File: src/cpwt_pkg.sv
/*
 * Package for the cascaded pulse generator / warm-up timer.
 * Holds the APB register map, control field positions, reset values and modes.
 * Assumes a single pclk domain at 125 MHz.
 */
package cpwt_pkg;
    // Register byte addresses
    localparam logic [7:0] CPWT_PW_LOW_ADDR   = 8'h00;
    localparam logic [7:0] CPWT_PW_HIGH_ADDR  = 8'h04;
    localparam logic [7:0] CPWT_PER_LOW_ADDR  = 8'h08;
    localparam logic [7:0] CPWT_PER_HIGH_ADDR = 8'h0C;
    localparam logic [7:0] CPWT_LOW_CTRL_ADDR = 8'h10;
    localparam logic [7:0] CPWT_UP_CTRL_ADDR  = 8'h14;
    localparam logic [7:0] CPWT_STAT_ADDR     = 8'h18;
    localparam logic [7:0] CPWT_CLR_ADDR      = 8'h1C;
    localparam logic [7:0] CPWT_IEN_ADDR      = 8'h20;
    localparam logic [7:0] CPWT_CNT_ADDR      = 8'h24;

    // Upper control fields
    localparam int CPWT_RUN_BIT  = 3;
    localparam int CPWT_TFF_BIT  = 7;
    localparam int CPWT_MODE_LSB = 0;
    localparam int CPWT_MODE_W   = 3;
    // Lower control fields
    localparam int CPWT_SRC_LSB  = 0;
    localparam int CPWT_SRC_W    = 3;

    localparam logic [2:0] CPWT_MODE_PPG    = 3'h7;
    localparam logic [2:0] CPWT_MODE_WARMUP = 3'h5;
    localparam logic [2:0] CPWT_SRC_EXT     = 3'h7;

    localparam logic [7:0]  CPWT_BYTE_RST = 8'hFF;
    localparam logic [7:0]  CPWT_CTRL_RST = 8'h00;
    localparam logic [15:0] CPWT_CNT_ZERO = 16'h0000;
    localparam logic [15:0] CPWT_CNT_ONE  = 16'h0001;

    // Prescaler taps of pclk for internal sources 0..6
    localparam int CPWT_PRE_W = 12;

    typedef enum logic [1:0] {CPWT_IDLE, CPWT_RUN} cpwt_state_t;
endpackage

File: src/cpwt_tick_if.sv
/*
 * Interface carrying the count-enable tick between the clock selector and the timer.
 * Assumes both ends on pclk.
 */
`timescale 1ns/1ns
interface cpwt_tick_if;
    logic       tick;
    logic [2:0] src_sel;
    modport sel (output tick, input src_sel);
    modport tmr (input tick, output src_sel);
endinterface

File: src/cpwt_clk_sel.sv
/*
 * Count-clock selector: prescaled pclk taps or falling edges of the external input.
 * Assumes the external input is asynchronous and slow (at least two machine cycles per level).
 */
`timescale 1ns/1ns
module cpwt_clk_sel
    import cpwt_pkg::*;
(
    // Clock and reset
    input  wire logic pclk,
    input  wire logic presetn,
    // External count pin
    input  wire logic ext_in,
    // Tick carrier
    cpwt_tick_if.sel  tk
);
    logic [CPWT_PRE_W-1:0] pre_q;
    logic [2:0]            sync_q;
    logic [3:0]            tap_idx;
    logic                  pre_tick;
    logic                  ext_fall;

    // Source code selects a prescaler tap: 0 -> /2^11 .. 6 -> /1
    assign tap_idx  = (tk.src_sel == 3'h0) ? 4'hB :
                      (tk.src_sel == 3'h1) ? 4'h7 :
                      (tk.src_sel == 3'h2) ? 4'h5 :
                      (tk.src_sel == 3'h3) ? 4'h3 :
                      (tk.src_sel == 3'h4) ? 4'h4 :
                      (tk.src_sel == 3'h5) ? 4'h1 : 4'h0;
    assign pre_tick = (tap_idx == 4'h0) ? 1'b1
                    : (pre_q & ((12'h001 << tap_idx) - 12'h001)) == 12'h000;
    // Only the second and third stages feed the edge detector
    assign ext_fall = sync_q[1] == 1'b0 && sync_q[2] == 1'b1;

    always_ff @(posedge pclk or negedge presetn)
    begin
        if (!presetn)
        begin
            pre_q  <= 12'h000;
            sync_q <= 3'h0;
            tk.tick <= 1'b0;
        end
        else
        begin
            pre_q  <= pre_q + 12'h001;
            sync_q <= {sync_q[1:0], ext_in};
            tk.tick <= (tk.src_sel == CPWT_SRC_EXT) ? ext_fall : pre_tick;
        end
    end
endmodule // cpwt_clk_sel

File: src/cpwt_timer.sv
/*
 * Cascaded 16-bit pulse generator / warm-up timer with APB registers.
 * Assumes one pclk domain, an APB master, and an asynchronous external count pin.
 */
//
// Contract
// PPG: toggle output on pulse-width match
// PPG: period match toggles, clears, interrupts
// External count levels last two cycles
// Flop loads initial level; reset clears
// Output pin is inverse of flop
// Software writes compare low then high
// Software sets shared port latch first
// No compare shadow; writes act at once
// Stop holds pin; level written later
// Run bit 3 starts and stops timer
// Warm-up compares only upper period byte
// Warm-up: software keeps initial level zero
// Warm-up match clears counter, interrupts
// Low-frequency switch sequence by software
// High-frequency switch sequence by software
// Warm-up setting 0100H to FF00H
// Counter starts at zero, carries cascaded
`timescale 1ns/1ns
module cpwt_timer
    import cpwt_pkg::*;
(
    // Clock and reset
    input  wire logic        pclk,
    input  wire logic        presetn,
    // APB slave
    input  wire logic        psel,
    input  wire logic        penable,
    input  wire logic        pwrite,
    input  wire logic [7:0]  paddr,
    input  wire logic [31:0] pwdata,
    output logic      [31:0] prdata,
    output logic             pready,
    output logic             pslverr,
    // Pins
    input  wire logic        external_count_input,
    output logic             pulse_gen_output_pin,
    // Interrupt
    output logic             irq
);
    import cpwt_pkg::*;

    cpwt_tick_if tk ();

    logic [7:0]  pw_lo_q, pw_hi_q, per_lo_q, per_hi_q;
    logic [7:0]  lctl_q, uctl_q;
    logic [15:0] cnt_q, cnt_d;
    logic        tff_q, tff_d;
    logic        stat_q, ien_q;
    logic        run_q;
    cpwt_state_t st_q;

    logic        wr_en, rd_en, addr_ok;
    logic        run_bit, tff_bit, run_rise, counting;
    logic [2:0]  mode;
    logic        is_ppg, is_warm;
    logic [15:0] pw_cmp, per_cmp;
    logic        pw_hit, per_hit, warm_hit, match_ev;
    logic        run_wr_clear, tff_wr;
    logic [31:0] rd_d;

    cpwt_clk_sel u_sel (
        .pclk    (pclk),
        .presetn (presetn),
        .ext_in  (external_count_input),
        .tk      (tk.sel)
    );

    // Bus decode; each access completes in its first access cycle
    assign wr_en   = psel && penable && pwrite;
    assign rd_en   = psel && !penable && !pwrite;
    assign addr_ok = paddr == CPWT_PW_LOW_ADDR  || paddr == CPWT_PW_HIGH_ADDR ||
                     paddr == CPWT_PER_LOW_ADDR || paddr == CPWT_PER_HIGH_ADDR ||
                     paddr == CPWT_LOW_CTRL_ADDR || paddr == CPWT_UP_CTRL_ADDR ||
                     paddr == CPWT_STAT_ADDR    || paddr == CPWT_CLR_ADDR ||
                     paddr == CPWT_IEN_ADDR     || paddr == CPWT_CNT_ADDR;

    assign tk.src_sel = lctl_q[CPWT_SRC_LSB +: CPWT_SRC_W];
    assign run_bit    = uctl_q[CPWT_RUN_BIT];
    assign tff_bit    = uctl_q[CPWT_TFF_BIT];
    assign mode       = uctl_q[CPWT_MODE_LSB +: CPWT_MODE_W];
    assign is_ppg     = mode == CPWT_MODE_PPG;
    assign is_warm    = mode == CPWT_MODE_WARMUP;
    assign run_rise   = run_bit && !run_q;

    // Compare values read live from the registers, no shadow stage
    assign pw_cmp   = {pw_hi_q, pw_lo_q};
    assign per_cmp  = {per_hi_q, per_lo_q};
    // The state lags the run bit by one edge, so a stopping write must not let
    // one more match through in that edge
    assign counting = run_bit && st_q == CPWT_RUN;
    assign pw_hit   = is_ppg && counting && tk.tick
                      && cnt_d == pw_cmp;
    assign per_hit  = is_ppg && counting && tk.tick
                      && cnt_d == per_cmp;
    // Lower period byte plays no part in warm-up matching  see R11
    assign warm_hit = is_warm && counting && tk.tick
                      && cnt_d[15:8] == per_hi_q;
    assign match_ev = per_hit || warm_hit;

    // Count value after this tick; low byte carries into high byte
    always_comb
    begin
        cnt_d = cnt_q + CPWT_CNT_ONE;
    end

    // Writes of the initial level act only when the timer is stopped in both old
    // and new control value, so a stopping write cannot disturb the held level
    assign run_wr_clear = wr_en && paddr == CPWT_UP_CTRL_ADDR && !pwdata[CPWT_RUN_BIT];
    assign tff_wr       = wr_en && paddr == CPWT_UP_CTRL_ADDR && !run_bit
                          && !pwdata[CPWT_RUN_BIT];

    always_comb
    begin
        tff_d = tff_q;
        if (tff_wr)
            tff_d = pwdata[CPWT_TFF_BIT];
        else if (pw_hit ^ per_hit)
            tff_d = ~tff_q;                                               // see R01
    end

    always_comb
    begin
        unique case (paddr)
            CPWT_PW_LOW_ADDR:   rd_d = {24'h000000, pw_lo_q};
            CPWT_PW_HIGH_ADDR:  rd_d = {24'h000000, pw_hi_q};
            CPWT_PER_LOW_ADDR:  rd_d = {24'h000000, per_lo_q};
            CPWT_PER_HIGH_ADDR: rd_d = {24'h000000, per_hi_q};
            CPWT_LOW_CTRL_ADDR: rd_d = {24'h000000, lctl_q};
            CPWT_UP_CTRL_ADDR:  rd_d = {24'h000000, uctl_q};
            CPWT_STAT_ADDR:     rd_d = {31'h00000000, stat_q};
            CPWT_IEN_ADDR:      rd_d = {31'h00000000, ien_q};
            CPWT_CNT_ADDR:      rd_d = {16'h0000, cnt_q};
            default:            rd_d = 32'h00000000;
        endcase
    end

    // Registers
    always_ff @(posedge pclk or negedge presetn)
    begin
        if (!presetn)
        begin
            pw_lo_q  <= CPWT_BYTE_RST;
            pw_hi_q  <= CPWT_BYTE_RST;
            per_lo_q <= CPWT_BYTE_RST;
            per_hi_q <= CPWT_BYTE_RST;
            lctl_q   <= CPWT_CTRL_RST;
            uctl_q   <= CPWT_CTRL_RST;
            ien_q    <= 1'b0;
        end
        else if (wr_en)
        begin
            // Each byte is its own register; software orders low then high
            if (paddr == CPWT_PW_LOW_ADDR)   pw_lo_q  <= pwdata[7:0];
            if (paddr == CPWT_PW_HIGH_ADDR)  pw_hi_q  <= pwdata[7:0];
            if (paddr == CPWT_PER_LOW_ADDR)  per_lo_q <= pwdata[7:0];
            if (paddr == CPWT_PER_HIGH_ADDR) per_hi_q <= pwdata[7:0];
            if (paddr == CPWT_LOW_CTRL_ADDR) lctl_q   <= pwdata[7:0];
            if (paddr == CPWT_UP_CTRL_ADDR)  uctl_q   <= pwdata[7:0];
            if (paddr == CPWT_IEN_ADDR)      ien_q    <= pwdata[0];
        end
    end

    // Counter, state and output flop
    always_ff @(posedge pclk or negedge presetn)
    begin
        if (!presetn)
        begin
            cnt_q <= CPWT_CNT_ZERO;
            st_q  <= CPWT_IDLE;
            run_q <= 1'b0;
            tff_q <= 1'b0;
        end
        else
        begin
            run_q <= run_bit;
            tff_q <= tff_d;
            unique case (st_q)
                CPWT_IDLE:
                    if (run_rise)
                    begin
                        cnt_q <= CPWT_CNT_ZERO;
                        st_q  <= CPWT_RUN;
                    end
                CPWT_RUN:
                    if (!run_bit)
                        st_q <= CPWT_IDLE;
                    else if (match_ev)
                        cnt_q <= CPWT_CNT_ZERO;                           // see R02
                    else if (tk.tick)
                        cnt_q <= cnt_d;
                default:
                    st_q <= CPWT_IDLE;
            endcase
        end
    end

    // Sticky status: set wins over clear; interrupt and bus outputs registered
    always_ff @(posedge pclk or negedge presetn)
    begin
        if (!presetn)
        begin
            stat_q  <= 1'b0;
            irq     <= 1'b0;
            prdata  <= 32'h00000000;
            pready  <= 1'b0;
            pslverr <= 1'b0;
            pulse_gen_output_pin <= 1'b1;
        end
        else
        begin
            if (match_ev)
                stat_q <= 1'b1;                                           // see R02
            else if (wr_en && paddr == CPWT_CLR_ADDR && pwdata[0])
                stat_q <= 1'b0;
            irq     <= (stat_q || match_ev) && ien_q;
            pready  <= psel && !penable;
            pslverr <= psel && !penable && !addr_ok;
            // Zero outside reads keeps a refused write reply clean
            prdata  <= rd_en ? rd_d : 32'h00000000;
            pulse_gen_output_pin <= ~tff_d;
        end
    end
endmodule // cpwt_timer

File: config.mk
export PLATFORM = sky130hd
export DESIGN_NAME = cpwt_timer
export DESIGN_NICKNAME = d
export VERILOG_FILES = /design/src/cpwt_pkg.sv /design/src/cpwt_tick_if.sv /design/src/cpwt_clk_sel.sv /design/src/cpwt_timer.sv
export SDC_FILE = /design/constraint.sdc
export NUM_CORES = 1
export LEC_CHECK = 0
export BUFFER_PORTS_ARGS = -buffer_cell sky130_fd_sc_hd__buf_2
export CORE_MARGIN = 2
export CORE_UTILIZATION = 45
export CTS_BUF_LIST = sky130_fd_sc_hd__clkbuf_8
export DETAILED_ROUTE_END_ITERATION = 6
export PLACE_DENSITY = 0.69
export SETUP_SLACK_MARGIN = 0.15
export SLEW_MARGIN = 20
export SYNTH_ARGS = -nofsm -noshare
export SYNTH_HDL_FRONTEND = slang
export SYNTH_SLANG_ARGS = --single-unit
File: constraint.sdc
create_clock -name pclk -period 3.9 [get_ports pclk]
set_input_delay 0.39 -clock pclk [delete_from_list [all_inputs] [get_ports pclk]]
set_output_delay 0.39 -clock pclk [all_outputs]
set_load 0.01 [all_outputs]
==> results.ini <==
[run_status]
status = complete, no violations

[power]
vdd_drop_max_mv = 0.229
p_sw_share_pct = 23.8
combPwrFrac_pct = 4.7
pwr-share-seq_pct = 59.8
p_clk_share_pct = 35.5
p_switching_w = 0.000439
power.leakage_nw = 2.73
internal_power_w = 0.00141
power.density_mw_per_mm2 = 298

[sta]
finalClockSkew_ns = 0.0176
fin_crit_sh_pct = 91.9
max_freq_ghz = 0.279
finalHoldViolCount = 0
setup_tns_ns = 0
rsz0062_at_grt = no
worst_slew_pin_slew_ns = 0.918
final_max_slew_viol_count = 0
finalCriticalPeriod_ns = 3.59
slew_headroom_pct = 38.8
setup_viol = 0

[clock_tree]
cts_buffers = 9
cts_root_buf = clkbuf_8
cts_resized = 0
cts_setup_buffers = 0
cts_htree_levels = 3
cts_sinks = 104
cts_tree = yes
cts_max_path_buffers = 2
clk_latency_ns = 0.38
cts.clk_slew.worst_paths_ns = 0.11
postCtsHoldBufs = 0

[logic_synthesis]
syn_area_mm2 = 0.00571
yosysTopAreaCellShare_pct = 31.1
yosysUniqueCellTypes = 62
ys_seq_area_share_pct = 46.3
synth.area.top_cells = dfrtp_1 (31%), dfstp_2 (15%), mux2_2 (10%)
ys_ff_latch = 104
ys_async_sr_fraction_pct = 100
synthCells = 526
synth-edff-count = 0
synthTopCellsByCount = dfrtp_1 (71), mux2_2 (53), dfstp_2 (33)
ys_warn_count = 0
synth_most_common_cell = dfrtp_1
yosys.area.top_type = dfrtp_1
syn_area_per_cell_um2 = 10.9
ys.flop_type = dfrtp_1

[place]
numPortBuffers = 41
place_area_mm2 = 0.00601
hpwl_um = 10000
globalplace.congestion = 0.920
dpl.cell_count = 721

[setup_path]
crit_type = reg2reg
rrSetupSlack_ns = 0.31
reg2reg_to = tff_q
arrival_ns = 3.87
path_max_fanout = 9
end_kind = register
r2r_cells = 9
setup.worst_path.start_class = register
timing.rr.start = cnt_q[0]
required_ns = 4.18

[grt]
track_usage_pct = 21.5
overflow = 0
grt_max_degree = 74
first_global_vias = 4172
antenna_found_initial = 0
grt_pass1_wl_um = 22100

[routing]
drt-total-wl_um = 13800
drtPass1Iterations = 7
via_per_inst = 5.84
via_count = 4302
first_iter_violations = 329
drc = 0
wire_per_inst_um = 18.7
ant_nets = 0

[floorplanning]
io_pins = 82
rows = 41
dieArea_mm2 = 0.0136
die_h_um = 117
core_mm2 = 0.0125
start_util_pct = 45.6
die_width_um = 117

[layout]
fill_cells = 1178
multiInputGateArea_mm2 = 0.00282
synthToLayoutAreaGrowth_pct = 8.59
antenna_cells = 0
drive_above_1_share_pct = 29.2
seqCellArea_mm2 = 0.00264
postLayoutCellArea_mm2 = 0.00620
nNetsFinal = 609
final_util_pct = 49.6
layout.cells.non_filler = 737

[run]
cap_violations = 0

[worst_hold_path]
hold_path.class = in2async

[state kept, by name, summed over array words and instances, names as in the netlist, 3 cells and up]
| name | cells |
|---|---|
| cnt_q | 16 |
| prdata | 16 |
| u_sel.pre_q | 11 |
| lctl_q | 8 |
| per_hi_q | 8 |
| per_lo_q | 8 |
| pw_hi_q | 8 |
| pw_lo_q | 8 |
| uctl_q | 8 |
| u_sel.sync_q | 3 |
[logic make-up after synthesis]
| family | count (synthesis) | share of synthesized area [%] |
|---|---|---|
| compound gates | 112 | 13.6 |
| fa+ha+maj | 3 | 0.657 |
| other cells | 1 | 0.0657 |
| simple gates | 148 | 15.9 |
| mux | 54 | 10.6 |
| xor+xnor | 49 | 7.51 |
| buf+inv | 55 | 5.26 |
| flops | 104 | 46.3 |
[routing by layer]
metal  share of wire, %  vias up  GRT usage [%]  wire length (µm)
met4                2.1        0           8.47               290
met1                 44     2160           28.7              6050
met2                 49      131           35.0              6760
li1                   -     1989              -                 -
met3                4.9       22           3.89               674
met5                  0        -              0                 0
[how the worst max path moves through the flow]
| stage | from | end | slack (ns) | depth (start not counted) |
|---|---|---|---|---|
| finish | cnt_q[0] | tff_q | 0.31 | 9 |
| CTS | cnt_q[0] | cnt_q[13] | 0.44 | 10 |
| global placement | cnt_q[0] | cnt_q[7] | 0.54 | 10 |
| detailed placement | cnt_q[0] | tff_q | 0.45 | 9 |
| global route | cnt_q[0] | cnt_q[13] | 0.16 | 10 |
| floorplan | cnt_q[1] | cnt_q[0] | 1.07 | 9 |
[layout by cell type, fill, tap and decap left out, types with 4 or more instances in the layout]
master	netlist	layout
a31oi_1	21	21
nand3_1	24	24
dfstp_2	33	33
a211oi_1	5	5
buf_2	6	40
and2_1	10	10
a22oi_1	16	16
nor3b_1	5	5
dfrtp_1	71	71
clkbuf_8	0	12
nor4_1	5	5
mux2_2	53	53
nand2b_1	8	8
nor3_1	16	16
nor2b_1	6	6
buf_4	19	11
xor2_1	17	17
or3_1	4	4
conb_1	1	16
xnor2_1	32	32
a222oi_1	8	8
o21ai_0	18	18
nor2_1	7	7
nand2_1	23	23
and3_1	15	15
a21oi_1	17	17
inv_1	12	12
nand4_1	5	5
[worst max-delay path, stage by stage, from the launching register on]
cell and delay (ns):
dfrtp_1 0.59, ha_1 0.39, nand3_1 0.23, nor4_4 0.51, a21oi_1 0.08, a2111oi_0 0.75, nor4b_2 0.38, xnor2_1 0.11
xor2_1 0.18, mux2_2 0.27
[final cells by class]
cell class / count / share of cell area, %
clock buffers: 12 / 2.66
well taps: 172 / 3.47
clock inverters: 4 / 0.424
multi-input cells: 382 / 45.5
inverters: 12 / 0.726
repair buffers: 51 / 4.56
flip-flops and latches: 104 / 42.6
[per-stage QoR]
stage / worst slack [ns] / total power (W) / hold slack, ns
after floorplan: 1.07 / 0.00117 / 0.0944
after global placement: 0.543 / 0.00121 / 0.338
after detailed placement: 0.454 / 0.00121 / 0.344
after CTS: 0.444 / 0.00187 / 0.0933
after global routing: 0.158 / 0.00193 / 0.0989
final: 0.315 / 0.00185 / 0.117
[power groups by stage]
stage	logic, W	clock network (W)	registers, W
floorplan	0.0000493	0	0.00112
global placement	0.0000846	0	0.00112
detailed placement	0.0000872	0	0.00112
CTS	0.0000873	0.000677	0.00110
global route	0.0000976	0.000728	0.00111
finish	0.0000865	0.000656	0.00110
(Power assumes the default switching activity.)
